## config.mk

```make
export PLATFORM = sky130hd
export DESIGN_NAME = link_tx_ctrl
export DESIGN_NICKNAME = d
export VERILOG_FILES = /design/src/rtl/link_tx_pkg.sv /design/src/rtl/link_tx_ctrl.sv /design/src/rtl/link_tx_word_reg.sv
export SDC_FILE = /design/constraint.sdc
export NUM_CORES = 1
export LEC_CHECK = 0
export BUFFER_PORTS_ARGS = -buffer_cell sky130_fd_sc_hd__buf_2
export CORE_MARGIN = 5
export CORE_UTILIZATION = 51
export CTS_CLUSTER_DIAMETER = 50
export DETAILED_ROUTE_END_ITERATION = 8
export PLACE_DENSITY = 0.87
export REMOVE_ABC_BUFFERS = 1
export SLEW_MARGIN = 20
export SYNTH_ARGS = -nofsm -noshare
export SYNTH_HDL_FRONTEND = slang
export SYNTH_SLANG_ARGS = --single-unit
```

## constraint.sdc

```tcl
create_clock -name mclk -period 2.6 [get_ports mclk]
set_input_delay 0.26 -clock mclk [delete_from_list [all_inputs] [get_ports mclk]]
set_output_delay 0.26 -clock mclk [all_outputs]
set_load 0.01 [all_outputs]
```

## src/rtl/link_tx_pkg.sv

```systemverilog
package link_tx_pkg;

	// ----------------------------------------------------------------
	// Control line codes
	// ----------------------------------------------------------------
	localparam logic [1:0] CODE_IDLE = 2'h0;
	localparam logic [1:0] CODE_HOLD = 2'h1;
	localparam logic [1:0] CODE_XMIT = 2'h2;
	localparam logic [1:0] CODE_GRANT = 2'h3;

	// ----------------------------------------------------------------
	// Timing limits in interface clocks
	// ----------------------------------------------------------------
	localparam int MAX_HOLD = 47;
	localparam int END_IDLES = 2;
	localparam int CANCEL_IDLES = 3;

	// ----------------------------------------------------------------
	// Data line width and speed code defaults
	// ----------------------------------------------------------------
	localparam int DATA_W = 8;
	localparam logic [DATA_W-1:0] SPD_LOWEST = 8'h00;

	// Pin group towards the physical layer
	typedef struct packed {
		logic [1:0] ctl;
		logic [DATA_W-1:0] data;
	} pins_s;

	// User-side request
	typedef struct packed {
		logic cancel;
		logic concat;
		logic [DATA_W-1:0] next_speed;
	} req_s;

endpackage

```

## src/rtl/link_tx_ctrl.sv

```systemverilog
`timescale 1ns/1ps
// Behaviour
// RULE1 - Control codes: idle 00, hold 01, transmit 10, grant 11.
// RULE2 - Physical layer grants for one cycle, then one idle cycle.
// RULE3 - Physical layer tri-states its drivers after that idle cycle.
// RULE4 - Link drives at most one optional idle before hold or transmit.
// RULE5 - Link holds between zero and 47 cycles before transmit.
// RULE6 - Transmit code appears with the first packet data word.
// RULE7 - Transmit code stays until the last data word is driven.
// RULE8 - Packet end: hold or idle, one more idle, then release.
// RULE9 - Ending hold asks to keep the bus; ending idle releases it.
// RULE10 - Physical layer regrants after packet gap on concatenation.
// RULE11 - Without multispeed enable, one speed per bus ownership.
// RULE12 - With multispeed enable, next speed code sits on data during hold.
// RULE13 - Never concatenate a lowest-speed packet after a faster one.
// RULE14 - Physical layer drives idle one cycle after seeing release idle.
// RULE15 - One spare clock at each direction change of the lines.
// RULE16 - Physical layer idles at least once after regaining lines.
// RULE17 - Cancel: optional idle, up to 47 holds, two idles, release.
// RULE18 - Cancel without holds uses three consecutive idles.
// RULE19 - Concatenation speed codes share the receive speed encoding.
// RULE20 - Physical layer only samples the lines while the link owns them.
module link_tx_ctrl #(
	parameter int HOLD_LIMIT = link_tx_pkg::MAX_HOLD
) (
	// Clock, enable, reset
	input wire logic mclk,
	input wire logic ce,
	input wire logic rst_b,
	// Interface pins (two control and eight data lines each)
	input wire link_tx_pkg::pins_s pins_in,
	output link_tx_pkg::pins_s pins_out,
	output logic pins_oe_b,
	// Configuration
	input wire logic multispeed_concat_enable,
	input wire logic [link_tx_pkg::DATA_W-1:0] cur_speed,
	// Packet stream from the user
	input wire logic tx_valid,
	input wire logic [link_tx_pkg::DATA_W-1:0] tx_data,
	input wire logic tx_last,
	output logic tx_ready,
	input wire link_tx_pkg::req_s req,
	// Status
	output logic owning,
	output logic done_pulse,
	output logic req_error
);
	import link_tx_pkg::*;

	// ----------------------------------------------------------------
	// Parameter check
	// ----------------------------------------------------------------
	initial begin
		if (HOLD_LIMIT < 0 || HOLD_LIMIT > MAX_HOLD) begin
			$error("HOLD_LIMIT out of range");
		end
	end

	typedef enum logic [6:0] {
		ST_WAIT = 7'h01,
		ST_GRANTED = 7'h02,
		ST_HOLD = 7'h04,
		ST_XMIT = 7'h08,
		ST_END = 7'h10,
		ST_IDLE2 = 7'h20,
		ST_IDLE3 = 7'h40
	} state_e;

	state_e state_reg, state_next;
	logic [5:0] hold_cnt_reg, hold_cnt_next;
	logic [DATA_W-1:0] speed_reg, speed_next;
	logic concat_reg, concat_next;
	logic cancel_reg, cancel_next;
	logic no_hold_reg, no_hold_next;
	logic err_reg, err_next;
	pins_s drive_d;
	logic drive_en;
	logic [1:0] ctl_in;
	logic bad_speed;

	assign ctl_in = pins_in.ctl; // see RULE1
	// Lowest speed after a faster packet is refused for concatenation
	assign bad_speed = multispeed_concat_enable && (req.next_speed == SPD_LOWEST)
		&& (speed_reg != SPD_LOWEST); // see RULE13

	// ----------------------------------------------------------------
	// Sequencer
	// ----------------------------------------------------------------
	// Grant is seen, then the physical layer's idle, then we own the lines
	always_comb begin
		state_next = state_reg;
		hold_cnt_next = hold_cnt_reg;
		speed_next = speed_reg;
		concat_next = concat_reg;
		cancel_next = cancel_reg;
		no_hold_next = no_hold_reg;
		err_next = 1'b0;
		drive_d.ctl = CODE_IDLE;
		drive_d.data = '0;
		drive_en = 1'b0;
		tx_ready = 1'b0;
		done_pulse = 1'b0;
		case (state_reg)
			ST_WAIT: begin
				// Lines are only sampled here; the pins still show the last idle on the first cycle
				if (ctl_in == CODE_GRANT) begin // see RULE2
					state_next = ST_GRANTED;
				end
			end
			ST_GRANTED: begin
				// Physical layer idle cycle; it tri-states after this one
				// so the spare turnaround clock passes before our first drive lands
				state_next = ST_HOLD; // see RULE3, RULE15
				hold_cnt_next = '0;
				cancel_next = req.cancel;
				no_hold_next = 1'b1;
				if (!multispeed_concat_enable && concat_reg) begin
					speed_next = speed_reg; // see RULE11
				end else if (!concat_reg) begin
					speed_next = cur_speed;
				end
			end
			ST_HOLD: begin
				// Registered drive: this value shows on the pins next cycle
				drive_en = 1'b1;
				if (cancel_reg || req.cancel) begin
					// Cancel: idle now, then two more idles without holds, one more after holds
					drive_d.ctl = CODE_IDLE;
					cancel_next = 1'b1;
					concat_next = 1'b0;
					state_next = no_hold_reg ? ST_IDLE3 : ST_IDLE2; // see RULE17, RULE18
				end else if (tx_valid) begin
					drive_d.ctl = CODE_XMIT; // see RULE6
					drive_d.data = tx_data;
					tx_ready = 1'b1;
					state_next = tx_last ? ST_END : ST_XMIT;
				end else if (hold_cnt_reg == 6'(HOLD_LIMIT)) begin
					// Hold budget spent: abandon as a cancel
					drive_d.ctl = CODE_IDLE;
					concat_next = 1'b0;
					state_next = ST_IDLE2; // see RULE5
				end else begin
					drive_d.ctl = CODE_HOLD; // see RULE4, RULE5
					hold_cnt_next = hold_cnt_reg + 6'h01;
					no_hold_next = 1'b0;
				end
			end
			ST_XMIT: begin
				drive_en = 1'b1;
				drive_d.ctl = CODE_XMIT; // see RULE7
				drive_d.data = tx_data;
				tx_ready = tx_valid;
				if (tx_valid && tx_last) begin
					state_next = ST_END;
				end else if (!tx_valid) begin
					// Underrun would corrupt the packet; flag it
					err_next = 1'b1;
					drive_d.data = '0;
				end
			end
			ST_END: begin
				drive_en = 1'b1;
				if (req.concat && !bad_speed) begin
					drive_d.ctl = CODE_HOLD; // see RULE8, RULE9
					drive_d.data = multispeed_concat_enable ? req.next_speed
						: '0; // see RULE12, RULE19
					concat_next = 1'b1;
					if (multispeed_concat_enable) begin
						speed_next = req.next_speed;
					end
				end else begin
					drive_d.ctl = CODE_IDLE; // see RULE9
					concat_next = 1'b0;
					err_next = req.concat;
				end
				state_next = ST_IDLE2;
			end
			ST_IDLE3: begin
				drive_en = 1'b1;
				drive_d.ctl = CODE_IDLE;
				state_next = ST_IDLE2;
			end
			ST_IDLE2: begin
				// Last idle before release; physical layer takes over after
				drive_en = 1'b1;
				drive_d.ctl = CODE_IDLE; // see RULE8, RULE17
				done_pulse = 1'b1;
				state_next = ST_WAIT; // see RULE10, RULE14, RULE16, RULE20
			end
			default: begin
				state_next = ST_WAIT;
			end
		endcase
	end

	always_ff @(posedge mclk) begin
		if (!rst_b) begin
			state_reg <= ST_WAIT;
			hold_cnt_reg <= '0;
			speed_reg <= SPD_LOWEST;
			concat_reg <= 1'b0;
			cancel_reg <= 1'b0;
			no_hold_reg <= 1'b1;
			err_reg <= 1'b0;
		end else if (ce) begin
			state_reg <= state_next;
			hold_cnt_reg <= hold_cnt_next;
			speed_reg <= speed_next;
			concat_reg <= concat_next;
			cancel_reg <= cancel_next;
			no_hold_reg <= no_hold_next;
			err_reg <= err_next;
		end
	end

	// ----------------------------------------------------------------
	// Pin output register
	// ----------------------------------------------------------------
	logic en_q;
	link_tx_word_reg i_link_tx_word_reg (
		.mclk(mclk),
		.rst_b(rst_b),
		.ce(ce),
		.d(drive_d),
		.en_d(drive_en),
		.q(pins_out),
		.en_q(en_q)
	);

	assign pins_oe_b = ~en_q;
	assign owning = en_q;
	assign req_error = err_reg;

	// ----------------------------------------------------------------
	// Hold run counter, read only by the assertions
	// ----------------------------------------------------------------
	logic [5:0] hold_run_reg, hold_run_next;

	// Counts consecutive hold codes on the pins; saturates so a runaway cannot wrap to zero
	always_comb begin
		hold_run_next = '0;
		if (en_q && pins_out.ctl == CODE_HOLD) begin
			hold_run_next = (&hold_run_reg) ? hold_run_reg : hold_run_reg + 6'h01;
		end
	end

	// Frozen with the rest of the block while the enable is low
	always_ff @(posedge mclk) begin
		if (!rst_b) begin
			hold_run_reg <= '0;
		end else if (ce) begin
			hold_run_reg <= hold_run_next;
		end
	end
endmodule

```

## src/rtl/link_tx_word_reg.sv

```systemverilog
`timescale 1ns/1ps
// Output register for the pin group; data outputs come from flip-flops
module link_tx_word_reg (
	// Clock and control
	input wire logic mclk,
	input wire logic rst_b,
	input wire logic ce,
	// Data
	input wire link_tx_pkg::pins_s d,
	input wire logic en_d,
	output link_tx_pkg::pins_s q,
	output logic en_q
);
	import link_tx_pkg::*;

	pins_s q_reg;
	logic en_reg;

	// Registered pin copy, idle and released after reset
	always_ff @(posedge mclk) begin
		if (!rst_b) begin
			q_reg <= '0;
			en_reg <= 1'b0;
		end else if (ce) begin
			q_reg <= d;
			en_reg <= en_d;
		end
	end

	assign q = q_reg;
	assign en_q = en_reg;
endmodule

```

# Word level (Yosys, flattened, before mapping)
# Index checks and enable logic that the tools add are counted.
# totals
rom_bits	0
mem_bits_rw	0
wordCells	102
latch_bits	0
ff_bits	36
n_memories	0
# classes
n_bitwise	1
div	0
n_addsub	1
mul	0
n_eq_ne	22
n_lt_le_gt_ge	0
shift	0
mux	48
n_reduce_logical	20
# op_table
op	count
$mux W8	9
$mux W7	6
$pmux W7 S5	1
$pmux W8 S3	1
$ne A2 B2 Y1 const B	10
$mux W6	3
$mux W1	17
$pmux W8 S2	1
$pmux W6 S2	1
$pmux W1 S2	5
$logic_not A8 Y1	1
$reduce_and A4 Y1	2
$reduce_bool A8 Y1	1
$eq A7 B1 Y1 const B	1
$eq A7 B2 Y1 const B	1
$eq A7 B3 Y1 const B	1
$eq A7 B4 Y1 const B	1
$eq A7 B5 Y1 const B	1
$eq A7 B6 Y1 const B	1
$eq A7 B7 Y1 const B	1
$add A6 B1 Y6 const B	1
$eq A6 B6 Y1 const B	1
$ne A3 B3 Y1 const B	2
$pmux W2 S3	1
14 further kinds	22

# Logic depth before layout (Yosys ltp)
# depth
word_depth	7
depth_mapped	7
mapped_depth_nobuf	6

# Hierarchy
# A second synthesis with hierarchy kept.
# hier_totals
hier_cells	233
area_unflattened_um2	2020.7
# modules_own_cells
mod	instances	cells_per_inst	seq_area_each_um2	area_per_inst_um2
link_tx_ctrl	1	198	500.5	1606.5
link_tx_word_reg	1	35	220.2	414.1

# Least setup slack after synthesis
# Ideal clock, no wire load.
# synth_timing
path_type	reg2reg
startpoint	reg state_reg[6]
endpoint	reg speed_reg[0]
stages_incl_launch_ff	5
path_slack_ps	615
synth_period_minus_slack_ps	1985
t_arrival_ps	1927
n_path_buf	0
setup_ps	59
path_cell_list	dfxtp_1 > or4b_4 > or4_4 > a221oi_4 > o221a_2
# synth_via
elab_chain_len	3
elab_cells_between_ends	9
cone_classes	eq/ne (6); mux (1); reduce/logical (2)
# synth_lines
item	line	source
from (decl)	link_tx_ctrl.sv:69	state_e state_reg, state_next;
from (signal assigned)	link_tx_ctrl.sv:206	state_reg <= state_next;
$eq A7 B5 Y1 / $eq A7 B2 Y1 (equally long branches)	link_tx_ctrl.sv:103	case (state_reg)
$ne A2 B2 Y1 (no source line) / $reduce_bool A2 Y1 (equally long branches)	--	
$reduce_and A6 Y1 (no source line)	--	
to (signal assigned)	link_tx_ctrl.sv:208	speed_reg <= speed_next;
to (decl)	link_tx_ctrl.sv:71	logic [DATA_W-1:0] speed_reg, speed_next;
# Parallel ways exist; a longest one is shown, timed or not.
# A chain may end at the register's enable or synchronous reset.

# Worst setup path after layout
# layout_timing
startpoint	reg state_reg[6]
endpoint	out tx_ready
# layout_via
elab_chain_len	2
elab_cells_between_ends	3
cone_classes	eq/ne (2); mux (1)
# layout_lines
item	line	source
$eq A7 B4 Y1 / $eq A7 B3 Y1 (equally long branches)	link_tx_ctrl.sv:103	
$pmux W1 S2 (*)	link_tx_ctrl.sv:103	
to (decl)	link_tx_ctrl.sv:41	output logic tx_ready,
# Every way passes the cells marked *; elsewhere a longest branch is shown, timed or not.

==> impl_metrics.ini <==
[global_route]
busiest_layer = met2
grt_max_degree = 21
antenna_found_initial = 0
grt_use_met2 = 0.317
gr-usage-met3 = 0.0631
met1_usage = 0.243
grt_util_all_layers = 0.197
grt_pass1_vias = 1763
overflow = 0
grt_pass1_wl_mm = 8.09

[timing]
final-setup-viol-count = 0
fmax_mhz = 419
finalHoldViolations = 0
maxSlewViolCount = 0
holdWs_ns = 0.184
finalWorstSetupSlack_ns = 0.215
final.min_clock_period_ns = 2.39
timing.setup.tns_ns = 0
worst_pin_slew_ns = 0.628
relSlewSlack = 0.578
rsz0062_at_grt = false
period_share = 0.917
worst_clock_skew_ns = 0.00586

[yosys]
ys.flop_type = dfxtp_1
synth_warnings = 0
synth_cell_types = 51
avgSynthCellArea_um2 = 8.24
syn_area_um2 = 1940
netlist_instances = 236
synth_seq_cells = 36
ys_top_cells_by_area = dfxtp_1, o221a_2, nor2_1
synth-edff-count = 0
ys_async_sr_fraction = 0
yosysTopAreaCell = dfxtp_1
synth_top_area_frac = 0.371
seq_area_frac_synth = 0.371

[layout]
area_growth_syn_to_layout_pct = 19.8
largest_reg_flops = 10
antenna_cells = 0
nNetsFinal = 325
drive_gt1_frac = 0.279

[detailed_routing]
drt-total-wl_mm = 4.92
first_pass_iters = 5
via_count = 1942
drc_errors = 0
detail_route.wl_per_cell_um = 14.9
drt-vias-per-instance = 5.87
ant_nets = 0
initialDrtViolationCount = 121

[setup_path]
required_ns = 2.34
start_kind = flop
crit_type = reg -> out
endpoint_kind = output port
critPathMaxFanout = 7
cp.arrival_ns = 2.13

[run]
cap_violations = 0

[cts]
cts_htree_levels = 2
numCtsBuffers = 5
cts_num_sinks = 36
insertion_delay_ns = 0.30
clockRootBuffer = clkbuf_8
clkSlewWorstSetupHoldPaths_ns = 0.07
post-cts-setup-buffers = 0
clockBufferDepth = 2
tritoncts = yes

[floorplan]
core-area_um2 = 3690
start_util = 0.527
die_area_um2 = 5150
io_pins = 57
die_y_um = 71.7
dieWidth_um = 71.7
rows = 22

[status]
outcome = complete, no violations

[power]
leakagePower_nw = 0.982
ir_worst_vdd_mv = 0.548
power_density_nw_per_um2 = 577

[place]
portBuffers = 48
hpwlAfterDp_mm = 3.73
routabilityCongestion = 0.810
place_ws_ns = 0.363

[hold_path]
min_path_type = in -> reg
path summary, 6_finish.rpt:
kind / startpoint / end / slack (ns) / cells past startpoint
worst max register to register: state_reg[0] / speed_reg[5] / 0.30 / 5
worst max-delay path: state_reg[6] / tx_ready / 0.21 / 5
worst min-delay path: tx_data[6] / i_link_tx_word_reg.q[6] / 0.18 / 2
worst min register to register: i_link_tx_word_reg.q[8] / i_link_tx_word_reg.q[8] / 0.45 / 1
area by class of cell:
| type | count | area, um2 |
|---|---|---|
| Inverter | 15 | 56.3 |
| Multi-Input combinational cell | 172 | 1110 |
| Fill cell | 321 | 1360 |
| Sequential cell | 36 | 721 |
| Tap cell | 48 | 60.1 |
| Clock inverter | 2 | 35.0 |
| Timing Repair Buffer | 52 | 270 |
| Clock buffer | 6 | 72.6 |
critical path, stage by stage, from the launching register on:
cell and delay [ns]:
dfxtp_1 0.37, or4_1 0.68, nor2_2 0.24, nand3_1 0.16, inv_1 0.21, buf_2 0.17
cells in the mapped netlist, types with 3 or more instances:
cell type	number
nor4_1	5
o221a_2	8
a21oi_1	14
nand2_1	14
o21ai_0	16
nor3_1	8
inv_1	15
clkbuf_1	9
and3_1	4
o211ai_1	3
nand3_1	12
dfxtp_1	36
or4_1	3
xor2_1	3
o31ai_1	3
buf_2	3
a22oi_1	7
a31oi_1	9
nor2_1	23
cell usage in the layout, fill, tap and decap left out, drive strengths merged, types with 5 or more instances in the layout:
master / count
inv: 15
dfxtp: 36
nor2: 23
nand3: 12
nor4: 5
a21oi: 14
o221a: 8
nand2: 14
o21ai: 16
buf: 52
a22oi: 7
clkbuf: 6
nor3: 9
a31oi: 9
cell families (layout without fill, tap and decap cells):
family | count (synthesis) | count (layout) | synth area share
xor+xnor | 3 | 3 | 0.0135
compound gates | 78 | 78 | 0.299
flops | 36 | 36 | 0.371
mux | 2 | 2 | 0.0103
buf+inv | 28 | 75 | 0.0579
fa+ha+maj | 1 | 1 | 0.00643
simple gates | 88 | 88 | 0.242
report_power, final:
part / total, W / leakage (nW) / internal, W / switching (W)
clock network: 0.000486 / 0.0552 / 0.000284 / 0.000202
registers: 0.000610 / 0.291 / 0.000575 / 0.0000353
logic: 0.000247 / 0.636 / 0.000101 / 0.000146
total: 0.00134 / 0.982 / 0.000960 / 0.000383
per-layer routing:
layer,vias to the layer above,wire length (um)
met4,0,57
met1,882,2070
met2,72,2280
met5,-,0
met3,6,510
li1,982,-
stage by stage:
step / cell area [um2] / utilization / total power (W) / cells
final: 2330 / 0.631 / 0.00134 / 331
after floorplan: 1890 / - / 0.000776 / 223
after global placement: 2220 / 0.601 / 0.000858 / 323
after detailed placement: 2220 / 0.601 / 0.000864 / 323
after CTS: 2330 / 0.631 / 0.00135 / 331
after global routing: 2330 / 0.631 / 0.00141 / 331
what timing repair did:
item | in CTS | in global routing
hold buffers | 0 | 0
endpoints found under the setup margin | 0 | 1
resized for setup | 0 | 1
hold endpoints to repair | 0 | 0
No activity file was read; power rests on OpenSTA's default activity.
